===== config.mk =====
export PLATFORM = sky130hd
export DESIGN_NAME = cic_core_irq_controller
export DESIGN_NICKNAME = d
export VERILOG_FILES = /design/src/cic_pkg.sv /design/src/cic_pulse_detect.sv /design/src/cic_prio_enc.sv /design/src/cic_core_irq_controller.sv
export SDC_FILE = /design/constraint.sdc
export NUM_CORES = 1
export LEC_CHECK = 0
export CAP_MARGIN = 40
export CORE_MARGIN = 3
export CORE_UTILIZATION = 64
export CTS_CLUSTER_SIZE = 16
export DETAILED_ROUTE_END_ITERATION = 10
export DONT_BUFFER_PORTS = 1
export GPL_TIMING_DRIVEN = 0
export PLACE_DENSITY = 0.8
export SKIP_CTS_REPAIR_TIMING = 1
export SYNTH_ARGS = -nofsm -noshare
export SYNTH_HDL_FRONTEND = slang
export SYNTH_HIERARCHICAL = 1
export SYNTH_SLANG_ARGS = --single-unit

===== constraint.sdc =====
create_clock -name clock -period 6.5 [get_ports clock]
set_clock_uncertainty 0.2 [all_clocks]
set_input_delay 0.975 -clock clock [delete_from_list [all_inputs] [get_ports clock]]
set_output_delay 0.975 -clock clock [all_outputs]
set_load 0.01 [all_outputs]

===== src/cic_pkg.sv =====
// Contract
// - after reset vector spacing is one byte per entry until software writes it
// - detect, merge and steer each interrupt input onto the fast or normal request
// - every input is treated as a pulse; each detected pulse sets its flag
// - a held cross-core level source looks like repeated pulses
// - one flag per interrupt, no pulse counting, repeats while set do nothing
// - a set flag stays until software clears it through the controller
// - clearing a flag while a level source is held sets it again
package cic_pkg;
  localparam int unsigned ADDR_W          = 4;
  localparam int unsigned NUM_SRC         = 8;
  localparam int unsigned NUM_SIG         = 4;
  // register word offsets
  localparam logic [3:0] OFS_FLAG         = 4'h0;  // sticky flags, write one to clear
  localparam logic [3:0] OFS_ENABLE       = 4'h1;  // per-source enable (mask)
  localparam logic [3:0] OFS_STEER        = 4'h2;  // 1 = fast request, 0 = normal
  localparam logic [3:0] OFS_VSPACE       = 4'h3;  // vector_spacing_reg
  localparam logic [3:0] OFS_VBASE        = 4'h4;  // vector table base
  localparam logic [3:0] OFS_NORM_VEC     = 4'h5;  // vector of highest pending normal source
  localparam logic [3:0] OFS_FAST_VEC     = 4'h6;  // vector of highest pending fast source
  localparam logic [3:0] OFS_SIG_STATUS   = 4'h7;  // soft_signal_status_reg, write one sets
  localparam logic [3:0] OFS_SIG_CLEAR    = 4'h8;  // soft_signal_clear_reg
  // vector spacing encodings, bytes per entry = 1 << code
  localparam logic [1:0] VSPACE_BYTE1     = 2'h0;
  localparam logic [1:0] VSPACE_BYTE4     = 2'h2;
  localparam logic [1:0] VSPACE_RESET     = VSPACE_BYTE1;
  localparam logic [31:0] VBASE_RESET     = 32'h0000_0000;
  localparam logic [31:0] ZERO_WORD       = 32'h0000_0000;
  typedef enum logic [1:0] {
    CIC_IDLE   = 2'b00,
    CIC_FIRST  = 2'b01,
    CIC_HELD   = 2'b11
  } cic_edge_type;
endpackage : cic_pkg


===== src/cic_pulse_detect.sv =====
`timescale 1ns/1ps
// pulse detector per input: a held level keeps yielding pulses
module cic_pulse_detect #(
  parameter int unsigned WIDTH = 8
) (
  input  wire logic             clock,
  input  wire logic             rst,
  input  wire logic [WIDTH-1:0] src,
  output logic      [WIDTH-1:0] pulse
);
  cic_pkg::cic_edge_type state [WIDTH];
  genvar i;
  generate
    for (i = 0; i < WIDTH; i++) begin : g_det
      // alternate pulse phases while the input is high
      always_ff @(posedge clock) begin
        if (rst) begin
          state[i] <= cic_pkg::CIC_IDLE;
        end else if (!src[i]) begin
          state[i] <= cic_pkg::CIC_IDLE;
        end else begin
          unique case (state[i])
            cic_pkg::CIC_IDLE:  state[i] <= cic_pkg::CIC_FIRST;
            cic_pkg::CIC_FIRST: state[i] <= cic_pkg::CIC_HELD;
            cic_pkg::CIC_HELD:  state[i] <= cic_pkg::CIC_FIRST;
            default:            state[i] <= cic_pkg::CIC_IDLE;
          endcase
        end
      end
      // a held level re-pulses every second cycle
      assign pulse[i] = src[i] && (state[i] != cic_pkg::CIC_FIRST);
    end
  endgenerate

  a_held_repulse: assert property (@(posedge clock) disable iff (rst)
    src[0] && $past(src[0]) && !pulse[0] |=> src[0] |-> pulse[0])
    else $error("held level did not pulse again");
endmodule : cic_pulse_detect


===== src/cic_prio_enc.sv =====
`timescale 1ns/1ps
// lowest-index set bit wins
module cic_prio_enc #(
  parameter int unsigned WIDTH = 8,
  parameter int unsigned IDX_W = 3
) (
  input  wire logic [WIDTH-1:0] req,
  output logic                  found,
  output logic      [IDX_W-1:0] index
);
  // scan from the top so the lowest index is left standing
  always_comb begin
    found = 1'b0;
    index = '0;
    for (int k = WIDTH - 1; k >= 0; k--) begin
      if (req[k]) begin
        found = 1'b1;
        index = IDX_W'(k);
      end
    end
  end
endmodule : cic_prio_enc


===== src/cic_core_irq_controller.sv =====
`timescale 1ns/1ps
// core_irq_controller: flags, steering, vectors, soft signal flags
module cic_core_irq_controller #(
  parameter int unsigned NUM_SRC = cic_pkg::NUM_SRC,
  parameter int unsigned NUM_SIG = cic_pkg::NUM_SIG
) (
  input  wire logic                       clock,
  input  wire logic                       rst,
  input  wire logic [NUM_SRC-NUM_SIG-1:0] sys_irq,
  input  wire logic [cic_pkg::ADDR_W-1:0] addr,
  input  wire logic [31:0]                wdata,
  input  wire logic                       wr,
  input  wire logic                       rd,
  output logic      [31:0]                rdata,
  output logic                            fiq,
  output logic                            irq
);
  localparam int unsigned IDX_W = $clog2(NUM_SRC);

  logic [NUM_SRC-1:0] flag;
  logic [NUM_SRC-1:0] enable;
  logic [NUM_SRC-1:0] steer;
  logic [1:0]         vspace;
  logic [31:0]        vbase;
  logic [NUM_SIG-1:0] sig_flag;
  logic [NUM_SRC-1:0] pulse;
  logic [NUM_SRC-1:0] pend;
  logic               fast_found;
  logic               norm_found;
  logic [IDX_W-1:0]   fast_idx;
  logic [IDX_W-1:0]   norm_idx;
  logic [31:0]        next_rdata;

  // vector address from base, index and spacing
  function automatic logic [31:0] vec_addr(input logic [IDX_W-1:0] idx,
                                           input logic [1:0] sp,
                                           input logic [31:0] base);
    logic [31:0] off;
    off = 32'(idx) << sp;
    return base + off;
  endfunction : vec_addr

  function automatic logic hit(input logic [cic_pkg::ADDR_W-1:0] ofs);
    return addr == ofs;
  endfunction : hit

  // cross-core sources sit above the plain system inputs
  cic_pulse_detect #(.WIDTH(NUM_SRC)) u_detect (
    .clock (clock),
    .rst   (rst),
    .src   ({sig_flag, sys_irq}),
    .pulse (pulse)
  );

  // sticky single flag, set beats write-one clear
  always_ff @(posedge clock) begin
    if (rst) begin
      flag <= '0;
    end else begin
      flag <= (flag & ~((wr && hit(cic_pkg::OFS_FLAG)) ? wdata[NUM_SRC-1:0] : '0)) | pulse;
    end
  end

  // software control registers
  always_ff @(posedge clock) begin
    if (rst) begin
      enable <= '0;
      steer  <= '0;
      vspace <= cic_pkg::VSPACE_RESET; // one byte per entry until written
      vbase  <= cic_pkg::VBASE_RESET;
    end else if (wr) begin
      if (hit(cic_pkg::OFS_ENABLE)) enable <= wdata[NUM_SRC-1:0];
      if (hit(cic_pkg::OFS_STEER))  steer  <= wdata[NUM_SRC-1:0];
      if (hit(cic_pkg::OFS_VSPACE)) vspace <= wdata[1:0];
      if (hit(cic_pkg::OFS_VBASE))  vbase  <= wdata;
    end
  end

  // soft signal flags: write one sets via status, write one clears via clear
  always_ff @(posedge clock) begin
    if (rst) begin
      sig_flag <= '0;
    end else if (wr && hit(cic_pkg::OFS_SIG_CLEAR)) begin
      sig_flag <= sig_flag & ~wdata[NUM_SIG-1:0];
    end else if (wr && hit(cic_pkg::OFS_SIG_STATUS)) begin
      sig_flag <= sig_flag | wdata[NUM_SIG-1:0];
    end
  end

  // merge enabled flags and steer to the two request lines
  assign pend = flag & enable;
  cic_prio_enc #(.WIDTH(NUM_SRC), .IDX_W(IDX_W)) u_fast (
    .req   (pend & steer),
    .found (fast_found),
    .index (fast_idx)
  );
  cic_prio_enc #(.WIDTH(NUM_SRC), .IDX_W(IDX_W)) u_norm (
    .req   (pend & ~steer),
    .found (norm_found),
    .index (norm_idx)
  );

  // request outputs registered
  always_ff @(posedge clock) begin
    if (rst) begin
      fiq <= 1'b0;
      irq <= 1'b0;
    end else begin
      fiq <= fast_found;
      irq <= norm_found;
    end
  end

  // read mux, zero for unmapped offsets
  always_comb begin
    next_rdata = cic_pkg::ZERO_WORD;
    unique case (addr)
      cic_pkg::OFS_FLAG:       next_rdata[NUM_SRC-1:0] = flag;
      cic_pkg::OFS_ENABLE:     next_rdata[NUM_SRC-1:0] = enable;
      cic_pkg::OFS_STEER:      next_rdata[NUM_SRC-1:0] = steer;
      cic_pkg::OFS_VSPACE:     next_rdata[1:0]         = vspace;
      cic_pkg::OFS_VBASE:      next_rdata              = vbase;
      cic_pkg::OFS_NORM_VEC:   next_rdata = vec_addr(norm_idx, vspace, vbase);
      cic_pkg::OFS_FAST_VEC:   next_rdata = vec_addr(fast_idx, vspace, vbase);
      cic_pkg::OFS_SIG_STATUS: next_rdata[NUM_SIG-1:0] = sig_flag; // bit 0 is signal 0
      default:                 next_rdata = cic_pkg::ZERO_WORD;
    endcase
  end

  // read data valid the cycle after the strobe only
  always_ff @(posedge clock) begin
    if (rst) begin
      rdata <= cic_pkg::ZERO_WORD;
    end else begin
      rdata <= rd ? next_rdata : cic_pkg::ZERO_WORD;
    end
  end

  // decoded write strobes, read only by the checks below
  logic wr_flag;
  logic wr_enable;
  logic wr_steer;
  logic wr_vspace;
  logic wr_vbase;
  logic wr_sig_set;
  logic wr_sig_clr;
  assign wr_flag    = wr && (addr == cic_pkg::OFS_FLAG);
  assign wr_enable  = wr && (addr == cic_pkg::OFS_ENABLE);
  assign wr_steer   = wr && (addr == cic_pkg::OFS_STEER);
  assign wr_vspace  = wr && (addr == cic_pkg::OFS_VSPACE);
  assign wr_vbase   = wr && (addr == cic_pkg::OFS_VBASE);
  assign wr_sig_set = wr && (addr == cic_pkg::OFS_SIG_STATUS);
  assign wr_sig_clr = wr && (addr == cic_pkg::OFS_SIG_CLEAR);

  a_vspace_reset: assert property (@(posedge clock)
    $fell(rst) |-> vspace == cic_pkg::VSPACE_BYTE1)
    else $error("spacing not one byte after reset");
  a_flag_sticky: assert property (@(posedge clock) disable iff (rst)
    flag[0] && !(wr && hit(cic_pkg::OFS_FLAG) && wdata[0]) |=> flag[0])
    else $error("flag dropped without clear");
  a_pulse_sets: assert property (@(posedge clock) disable iff (rst)
    pulse[1] |=> flag[1])
    else $error("pulse did not set flag");
  a_set_wins: assert property (@(posedge clock) disable iff (rst)
    pulse[0] && wr && hit(cic_pkg::OFS_FLAG) && wdata[0] |=> flag[0])
    else $error("clear beat a pulse");
  a_level_reset: assert property (@(posedge clock) disable iff (rst)
    sig_flag[0] ##1 (wr && hit(cic_pkg::OFS_FLAG) && wdata[NUM_SRC-NUM_SIG] && sig_flag[0]
    && !(wr && hit(cic_pkg::OFS_SIG_CLEAR))) |-> ##[1:3] flag[NUM_SRC-NUM_SIG])
    else $error("held level did not set flag again");
  a_sig_clear: assert property (@(posedge clock) disable iff (rst)
    wr && hit(cic_pkg::OFS_SIG_CLEAR) && wdata[0] |=> !sig_flag[0])
    else $error("soft signal not cleared");
  a_fast_route: assert property (@(posedge clock) disable iff (rst)
    |(flag & enable & steer) |=> fiq)
    else $error("fast request missing");
  a_norm_route: assert property (@(posedge clock) disable iff (rst)
    !(|(flag & enable & ~steer)) |=> !irq)
    else $error("normal request without cause");
  a_read_slot: assert property (@(posedge clock) disable iff (rst)
    !rd |=> rdata == cic_pkg::ZERO_WORD)
    else $error("read data outside its slot");

  // outputs quiet right after a reset edge
  a_reset_quiet: assert property (@(posedge clock)
    rst |=> !fiq && !irq && rdata == cic_pkg::ZERO_WORD)
    else $error("outputs not quiet after reset");

  // no flag survives a reset edge
  a_reset_flags: assert property (@(posedge clock)
    rst |=> flag == '0 && sig_flag == '0)
    else $error("flags not cleared by reset");

  // mask and steering cleared by reset
  a_reset_mask: assert property (@(posedge clock)
    rst |=> enable == '0 && steer == '0)
    else $error("mask or steering not cleared by reset");

  // table base back at its reset value
  a_base_reset: assert property (@(posedge clock)
    rst |=> vbase == cic_pkg::VBASE_RESET)
    else $error("vector base not reset");

  // spacing keeps its code until software writes it
  a_spacing_held: assert property (@(posedge clock) disable iff (rst)
    !wr_vspace |=> $stable(vspace))
    else $error("spacing changed without a write");

  // spacing write lands at the strobe edge
  a_spacing_write: assert property (@(posedge clock) disable iff (rst)
    wr_vspace |=> vspace == $past(wdata[1:0]))
    else $error("spacing write lost");

  // mask write lands
  a_enable_write: assert property (@(posedge clock) disable iff (rst)
    wr_enable |=> enable == $past(wdata[NUM_SRC-1:0]))
    else $error("mask write lost");

  // steering write lands
  a_steer_write: assert property (@(posedge clock) disable iff (rst)
    wr_steer |=> steer == $past(wdata[NUM_SRC-1:0]))
    else $error("steering write lost");

  // base write lands
  a_base_write: assert property (@(posedge clock) disable iff (rst)
    wr_vbase |=> vbase == $past(wdata))
    else $error("vector base write lost");

  // mask holds between writes
  a_mask_held: assert property (@(posedge clock) disable iff (rst)
    !wr_enable |=> $stable(enable))
    else $error("mask changed without a write");

  // steering holds between writes
  a_steer_held: assert property (@(posedge clock) disable iff (rst)
    !wr_steer |=> $stable(steer))
    else $error("steering changed without a write");

  // write one to status sets soft signal flags
  a_sig_set: assert property (@(posedge clock) disable iff (rst)
    wr_sig_set |=> sig_flag == ($past(sig_flag) | $past(wdata[NUM_SIG-1:0])))
    else $error("soft signal set lost");

  // soft signal flags hold without a write
  a_sig_held: assert property (@(posedge clock) disable iff (rst)
    !wr_sig_set && !wr_sig_clr |=> $stable(sig_flag))
    else $error("soft signal changed without a write");

  // a rising soft signal level pulses its source at once
  a_sig_source: assert property (@(posedge clock) disable iff (rst)
    sig_flag[0] && !$past(sig_flag[0]) |-> pulse[NUM_SRC-NUM_SIG])
    else $error("cross-core level gave no pulse");

  // per source flag checks
  for (genvar j = 0; j < NUM_SRC; j++) begin : g_flag_chk

    // no flag rises without a pulse
    a_flag_idle: assert property (@(posedge clock) disable iff (rst)
      !flag[j] && !pulse[j] |=> !flag[j])
      else $error("flag set without a pulse");

    // write one clears when no pulse competes
    a_clear_drops: assert property (@(posedge clock) disable iff (rst)
      flag[j] && wr_flag && wdata[j] && !pulse[j] |=> !flag[j])
      else $error("flag not cleared by write one");

    // every pulse leaves its flag set
    a_pulse_marks: assert property (@(posedge clock) disable iff (rst)
      pulse[j] |=> flag[j])
      else $error("pulse did not mark its flag");

    // repeats on a set flag change nothing
    a_repeat_none: assert property (@(posedge clock) disable iff (rst)
      flag[j] && pulse[j] |=> flag[j])
      else $error("repeated pulse disturbed flag");
  end

  // fast line only with a fast cause
  a_fiq_cause: assert property (@(posedge clock) disable iff (rst)
    !(|(flag & enable & steer)) |=> !fiq)
    else $error("fast request without cause");

  // normal line follows a normal cause
  a_irq_cause: assert property (@(posedge clock) disable iff (rst)
    |(flag & enable & ~steer) |=> irq)
    else $error("normal request missing");

  // masked flags raise neither line
  a_mask_blocks: assert property (@(posedge clock) disable iff (rst)
    (flag & enable) == '0 |=> !fiq && !irq)
    else $error("request with every flag masked");

  // flag read returns the flags of the strobe cycle
  a_read_flag: assert property (@(posedge clock) disable iff (rst)
    rd && addr == cic_pkg::OFS_FLAG |=> rdata[NUM_SRC-1:0] == $past(flag))
    else $error("flag read wrong");

  // mask read back
  a_read_enable: assert property (@(posedge clock) disable iff (rst)
    rd && addr == cic_pkg::OFS_ENABLE |=> rdata[NUM_SRC-1:0] == $past(enable))
    else $error("mask read wrong");

  // steering read back
  a_read_steer: assert property (@(posedge clock) disable iff (rst)
    rd && addr == cic_pkg::OFS_STEER |=> rdata[NUM_SRC-1:0] == $past(steer))
    else $error("steering read wrong");

  // spacing read back
  a_read_spacing: assert property (@(posedge clock) disable iff (rst)
    rd && addr == cic_pkg::OFS_VSPACE |=> rdata == 32'($past(vspace)))
    else $error("spacing read wrong");

  // base read back
  a_read_base: assert property (@(posedge clock) disable iff (rst)
    rd && addr == cic_pkg::OFS_VBASE |=> rdata == $past(vbase))
    else $error("vector base read wrong");

  // status read shows the soft signal flags
  a_read_status: assert property (@(posedge clock) disable iff (rst)
    rd && addr == cic_pkg::OFS_SIG_STATUS |=> rdata[NUM_SIG-1:0] == $past(sig_flag))
    else $error("soft signal status read wrong");

  // clear register and unmapped offsets read zero
  a_read_unmapped: assert property (@(posedge clock) disable iff (rst)
    rd && addr >= cic_pkg::OFS_SIG_CLEAR |=> rdata == cic_pkg::ZERO_WORD)
    else $error("unmapped read not zero");

  // one byte per entry before spacing is written
  a_vec_one_byte: assert property (@(posedge clock) disable iff (rst)
    rd && addr == cic_pkg::OFS_NORM_VEC && vspace == cic_pkg::VSPACE_BYTE1
    |=> rdata == $past(vbase) + 32'($past(norm_idx)))
    else $error("one byte vector wrong");

  // four bytes per entry once programmed
  a_vec_four_byte: assert property (@(posedge clock) disable iff (rst)
    rd && addr == cic_pkg::OFS_FAST_VEC && vspace == cic_pkg::VSPACE_BYTE4
    |=> rdata == $past(vbase) + (32'($past(fast_idx)) << 2))
    else $error("four byte vector wrong");

  c_fast_req: cover property (@(posedge clock) disable iff (rst) $rose(fiq));
  c_norm_req: cover property (@(posedge clock) disable iff (rst) $rose(irq));
  c_spurious: cover property (@(posedge clock) disable iff (rst)
    $fell(flag[NUM_SRC-NUM_SIG]) ##[1:3] flag[NUM_SRC-NUM_SIG]);
  c_spacing4: cover property (@(posedge clock) disable iff (rst)
    vspace == cic_pkg::VSPACE_BYTE4);
endmodule : cic_core_irq_controller


After elaboration in Yosys (flattened, before gate mapping)
Memory sizes are Yosys's and may differ from the RTL's.
Index checks and enable logic that the tools add are counted.
{"block": "totals", "register_bits": 96, "ram_bits": 16, "out_inout_bits": 34, "word_cells": 364, "memories": 1}
{"name": "u_detect.state", "depth": 8, "width": 2, "rd": 8, "rd_ports_with_merged_regs": 0, "write_ports": 8, "line": "cic_pulse_detect.sv:11", "source": "cic_pkg::cic_edge_type state [WIDTH];"}
{"block": "classes", "n_addsub": 2, "n_eq_ne": 32, "shifts": 2, "n_mux": 233, "n_bitwise": 51, "reduce_logical": 34}
{"operator": "$mux 1", "n": 170}
{"operator": "$mux 2", "n": 40}
{"operator": "$pmux 24 s3", "n": 1}
{"operator": "$add 32x32->32", "n": 2}
{"operator": "$shl 3x2->32", "n": 2}
{"operator": "$mux 3", "n": 16}
{"operator": "$or 1x1->1", "n": 40}
{"operator": "$and 8x8->8", "n": 4}
{"operator": "$pmux 4 s6", "n": 1}
{"operator": "$reduce_or 3->1", "n": 8}
{"operator": "$eq 2x1->1 const B", "n": 8}
{"operator": "$eq 2x2->1 const B", "n": 8}
{"operator": "$eq 4x3->1 const B", "n": 4}
{"operator": "$logic_not 2->1", "n": 8}
{"operator": "$ne 2x1->1 const B", "n": 8}
{"operator": "$not 8->8", "n": 2}
{"operator": "$pmux 2 s8", "n": 1}
{"operator": "$pmux 2 s7", "n": 1}
{"operator": "$logic_and 1x1->1", "n": 11}
{"operator": "$eq 4x2->1 const B", "n": 2}
{"operator": "$mux 4", "n": 2}
{"operator": "$mux 8", "n": 1}
{"operator": "$or 8x8->8", "n": 1}
{"operator": "$reduce_and 2->1", "n": 4}
{"operator": "9 further kinds", "n": 9}

Logic depth before layout (Yosys ltp)
{"block": "logic_depth", "ltp_word": 13, "depth_mapped": 14, "mapped_depth_nobuf": 13}

Cells and area by module
Netlist, hierarchy kept.
{"mod": "cic_core_irq_controller", "instances": 1, "cells_each": 742, "area_each_um2": 5644.2}
{"mod": "cic_pulse_detect", "instances": 1, "cells_each": 65, "area_each_um2": 768.2}
{"mod": "cic_prio_enc", "instances": 2, "cells_each": 13, "area_each_um2": 80.1}

Worst setup path before layout
No wires, ideal clock.
{"block": "synth_timing", "kind": "reg-to-reg", "start": "register flag[2]", "end": "register rdata[18]", "setup_ps": 86, "arrival_ps": 2958, "required_time_ps": 6214, "path_slack_ps": 3256, "path_stages_with_launch": 14, "path_buffers": 0, "cell_sequence": "dfxtp_1 -> nand2_1 -> nor2_1 -> nor2b_1 -> o21bai_1 -> o41ai_1 -> mux2_2 -> nor2b_1 -> fa_1 -> a211oi_2 -> o21ai_1 -> and3_1 -> a2bb2o_1 -> a221oi_2"}
{"block": "synth_via", "elab_chain_len": 8}
{"item": "from (decl)", "line": "cic_core_irq_controller.sv:20", "source": "logic [NUM_SRC-1:0] flag;"}
{"item": "from (signal assigned)", "line": "cic_core_irq_controller.sv:60", "source": "flag <= (flag & ~((wr && hit(cic_pkg::OFS_FLAG)) ? wdata[NUM_SRC-1:0] : '0)) | pulse;"}
{"item": "$and 8x8->8", "line": "cic_core_irq_controller.sv:91", "source": "assign pend = flag & enable;"}
{"item": "$and 8x8->8", "line": "cic_core_irq_controller.sv:98", "source": ".req (pend & ~steer),"}
{"item": "$mux 3 (3 in series)", "line": "cic_prio_enc.sv:16", "source": "if (req[k]) begin"}
{"item": "net norm_idx[0]", "line": "cic_core_irq_controller.sv:31", "source": "logic [IDX_W-1:0] norm_idx;"}
{"item": "$shl 3x2->32", "line": "cic_core_irq_controller.sv:39", "source": "off = 32'(idx) << sp;"}
{"item": "$add 32x32->32", "line": "cic_core_irq_controller.sv:40", "source": "return base + off;"}
{"item": "$pmux 24 s3", "line": "cic_core_irq_controller.sv:117", "source": "unique case (addr)"}
{"item": "to (signal assigned)", "line": "cic_core_irq_controller.sv:133", "source": "rdata <= cic_pkg::ZERO_WORD;"}
{"item": "to (signal assigned)", "line": "cic_core_irq_controller.sv:135", "source": "rdata <= rd ? next_rdata : cic_pkg::ZERO_WORD;"}
{"item": "to (decl)", "line": "cic_core_irq_controller.sv:14", "source": "output logic [31:0] rdata,"}
The timed path passes the listed nets, and every way through them passes these cells.
A chain may end at the register's enable or synchronous reset.

Final worst setup path
{"block": "layout_timing", "start": "register flag[5]", "end": "register rdata[16]"}
{"block": "layout_via", "elab_chain_len": 11}
{"item": "$and 8x8->8", "line": "cic_core_irq_controller.sv:91"}
{"item": "$and 8x8->8", "line": "cic_core_irq_controller.sv:93", "source": ".req (pend & steer),"}
{"item": "$mux 3 (6 in series)", "line": "cic_prio_enc.sv:16"}
{"item": "net fast_idx[0]", "line": "cic_core_irq_controller.sv:30", "source": "logic [IDX_W-1:0] fast_idx;"}
{"item": "$shl 3x2->32", "line": "cic_core_irq_controller.sv:39"}
{"item": "$add 32x32->32", "line": "cic_core_irq_controller.sv:40"}
{"item": "$pmux 24 s3", "line": "cic_core_irq_controller.sv:117"}
The timed path passes the listed nets, and every way through them passes these cells.

==> results.sh <==
export IMPL_r2r_end="rdata[16]"
export IMPL_area_delta_synth_final_pct=6.95
export IMPL_grt_usage=0.377
export IMPL_drtAntennaViolNets=0
export IMPL_antenna_found_initial=0
export IMPL_cts_tree="done"
export IMPL_ios=78
export IMPL_finalHoldViolCount=0
export IMPL_grt_busiest_layer="met2"
export IMPL_ys_flop_type="dfxtp_1"
export IMPL_grt_pass1_vias=6370
export IMPL_cts_clk_slew_worst_paths_ps=110
export IMPL_core_mm2=0.00986
export IMPL_die_h_um=107
export IMPL_path_depth=12
export IMPL_clock_sinks=112
export IMPL_viasPerCell=6.75
export IMPL_ys_seq_area_frac=0.366
export IMPL_yosysWarnings=6
export IMPL_cap_violations=0
export IMPL_ir_worst_vdd_uv=151
export IMPL_met1_usage=0.529
export IMPL_period_share=0.642
export IMPL_rows=36
export IMPL_drc=0
export IMPL_wirelength_mm=21.1
export IMPL_crit_fanout=10
export IMPL_crit_family="compound AO/OA/AOI/OAI gates"
export IMPL_overflow=0
export IMPL_max_stage_delay_ps=560
export IMPL_worst_endpoint_required_ps=6590
export IMPL_r2r_setup_slack_ps=2330
export IMPL_dpl_hpwl_mm=16.3
export IMPL_rsz0062_at_grt="false"
export IMPL_numCtsBuffers=9
export IMPL_startpoint_type="register"
export IMPL_wl_per_cell_um=21.1
export IMPL_crit_arrival_ps=4260
export IMPL_reg2reg_from="flag[5]"
export IMPL_diodes=0
export IMPL_clk_latency_ps=390
export IMPL_run_status="finished clean"
export IMPL_port_buffers=0
export IMPL_synth_distinct_cells=78
export IMPL_gp_congestion=0.984
export IMPL_drtPass1Iterations=8
export IMPL_start_util=0.666
export IMPL_worstPathCellList="and3_1 -> a21oi_1 -> o41ai_1 -> nor3b_1 -> ha_1 -> fa_1 -> a211oi_1 -> o21ai_0 -> clkbuf_1 -> nand2_1 -> o31a_1 -> a311oi_1"
export IMPL_totalNegativeSetupSlack_ps=0
export IMPL_ff_latch_area_mm2=0.00240
export IMPL_crit_type="reg2reg"
export IMPL_synth_cells=833
export IMPL_powerDensity_mw_per_mm2=184
export IMPL_clock_path_buffers=2
export IMPL_end_kind="register"
export IMPL_die_w_um=107
export IMPL_crit_slowest_cell="o41ai_1"
export IMPL_relSlewSlack=0.418
export IMPL_ys_seq_elements=112
export IMPL_r2r_cells=12
export IMPL_synthesis_area_mm2=0.00657
export IMPL_tightest_slew_ps=866
export IMPL_drive_gt1_frac=0.0751
export IMPL_fmax_mhz=240
export IMPL_setup_worst_path_start="flag[5]"
export IMPL_final_min_clock_period_ps=4170
export IMPL_cp_endpoint="rdata[16]"
export IMPL_nets=918
export IMPL_final_core_util=0.713
export IMPL_drtIter0Drc=938
export IMPL_postSynth_asyncResetShare=0
export IMPL_dieArea_mm2=0.0115
export IMPL_hp_class="reg2reg"
export IMPL_slew_viol_final=0
export IMPL_synth_enable_flop_cells=16
export IMPL_grt_first_pass_wirelength_mm=33.9
export IMPL_met2_usage=0.564
export IMPL_critical_path_buf_inv_count=1
export IMPL_finalSetupViolations=0
export IMPL_multi_input_area_mm2=0.00395
export IMPL_clock_root_buffer="clkbuf_8"
export IMPL_syn_area_per_cell_um2=7.89
export IMPL_fillers=771
export IMPL_grt_met3_usage=0.101
export IMPL_via_count=6733
export IMPL_grt_max_degree=21
export IMPL_h_tree_depth=3
export IMPL_p_leak_nw=2.43
==> worst register-to-register path, cell delays in order (launching register included) <==
cell,delay (ps)
dfxtp_1,460
and3_1,260
a21oi_1,60
o41ai_1,560
nor3b_1,260
ha_1,260
fa_1,270
a211oi_1,90
o21ai_0,440
clkbuf_1,400
nand2_1,210
o31a_1,320
a311oi_1,280
==> state kept, by name, summed over array words and instances (netlist names), named ones only <==
register,flops
steer,8
fiq,1
rdata,32
enable,8
vspace,2
u_detect/state,16
vbase,32
irq,1
flag,8
==> cells in the final DEF (no fill, tap or decap), types with 10 or more instances in the layout <==
cell	instances
o21ai_0	25
o211ai_1	12
nor4_1	12
nand2_1	138
inv_1	24
mux2i_1	11
nand4_1	11
nor3_1	21
ha_1	12
a221oi_1	10
and2_1	15
buf_2	13
clkbuf_1	36
dfxtp_1	96
conb_1	16
and3_1	18
a21oi_1	93
nor2b_1	17
nand3_1	44
edfxtp_1	16
a211oi_1	15
nor2_1	55
nand2b_1	19
==> cells in the mapped netlist (4+ instances only) <==
master	count	area (um^2)
a211oi_1	15	113
a21o_1	5	37.5
a21oi_1	93	465
a21oi_2	7	61.3
a221oi_1	10	87.6
a22o_1	4	35.0
a31oi_1	6	37.5
and2_1	15	93.8
and3_1	18	113
buf_2	12	60.1
clkbuf_1	35	131
dfxtp_1	96	1920
edfxtp_1	16	480
ha_1	12	150
inv_1	24	90.1
mux2i_1	11	110
nand2_1	138	518
nand2b_1	19	119
nand3_1	44	220
nand4_1	11	68.8
nor2_1	55	206
nor2b_1	17	106
nor3_1	21	105
nor4_1	12	75.1
o211ai_1	12	90.1
o21ai_0	25	125
o21ai_1	4	20.0
o21bai_1	4	30.0
o31ai_1	4	30.0
xor2_1	4	35.0
==> worst min path at each step <==
stage,endpoint,depth (start not counted),from
floorplan,vbase[31],2,vbase[31]
global placement,vbase[31],2,vbase[31]
detailed placement,vbase[31],2,vbase[31]
CTS,vbase[31],2,vbase[31]
global route,vbase[31],2,vbase[31]
finish,vbase[31],2,vbase[31]
==> logic make-up (layout without fill, tap and decap cells) <==
| family | count (synthesis) | after routing | share of synthesized area |
|---|---|---|---|
| simple gates | 377 | 377 | 0.287 |
| compound gates | 235 | 235 | 0.238 |
| flops | 112 | 112 | 0.366 |
| buf+inv | 71 | 88 | 0.0428 |
| mux | 16 | 16 | 0.0287 |
| fa+ha+maj | 14 | 14 | 0.0289 |
| xor+xnor | 7 | 7 | 0.00933 |
| other cells | 1 | 16 | 0.000571 |
==> where the power goes <==
part	internal [mW]	leakage (nW)	switching, mW
combinational	0.0260	1.38	0.0604
clock	0.225	0.112	0.253
sequential	0.714	0.940	0.0133
==> per-stage QoR <==
step	instance area, um^2	power, mW	setup slack [ps]	cells	hold WS [ps]
after global placement	6800	0.821	2460	981	250
after global routing	7030	1.33	2140	998	312
after floorplan	6630	0.798	3260	848	236
final	7030	1.29	2330	998	283
after detailed placement	6800	0.824	2430	982	266
after CTS	7030	1.29	2390	998	281
==> metal layers <==
layer | part of all wire | vias to the layer above
met5 | 0 | -
met4 | 0.034 | 0
met3 | 0.14 | 76
met2 | 0.42 | 491
met1 | 0.40 | 3086
li1 | - | 3080
==> layout make-up <==
cell class | instances | area share
Timing Repair Buffer | 1 | 0.000712
Multi-Input combinational cell | 665 | 0.561
Clock inverter | 6 | 0.0144
Buffer | 47 | 0.0272
Sequential cell | 112 | 0.342
Clock buffer | 10 | 0.0182
Tap cell | 133 | 0.0237
Inverter | 24 | 0.0128
No activity file was read; power rests on OpenSTA's default activity.
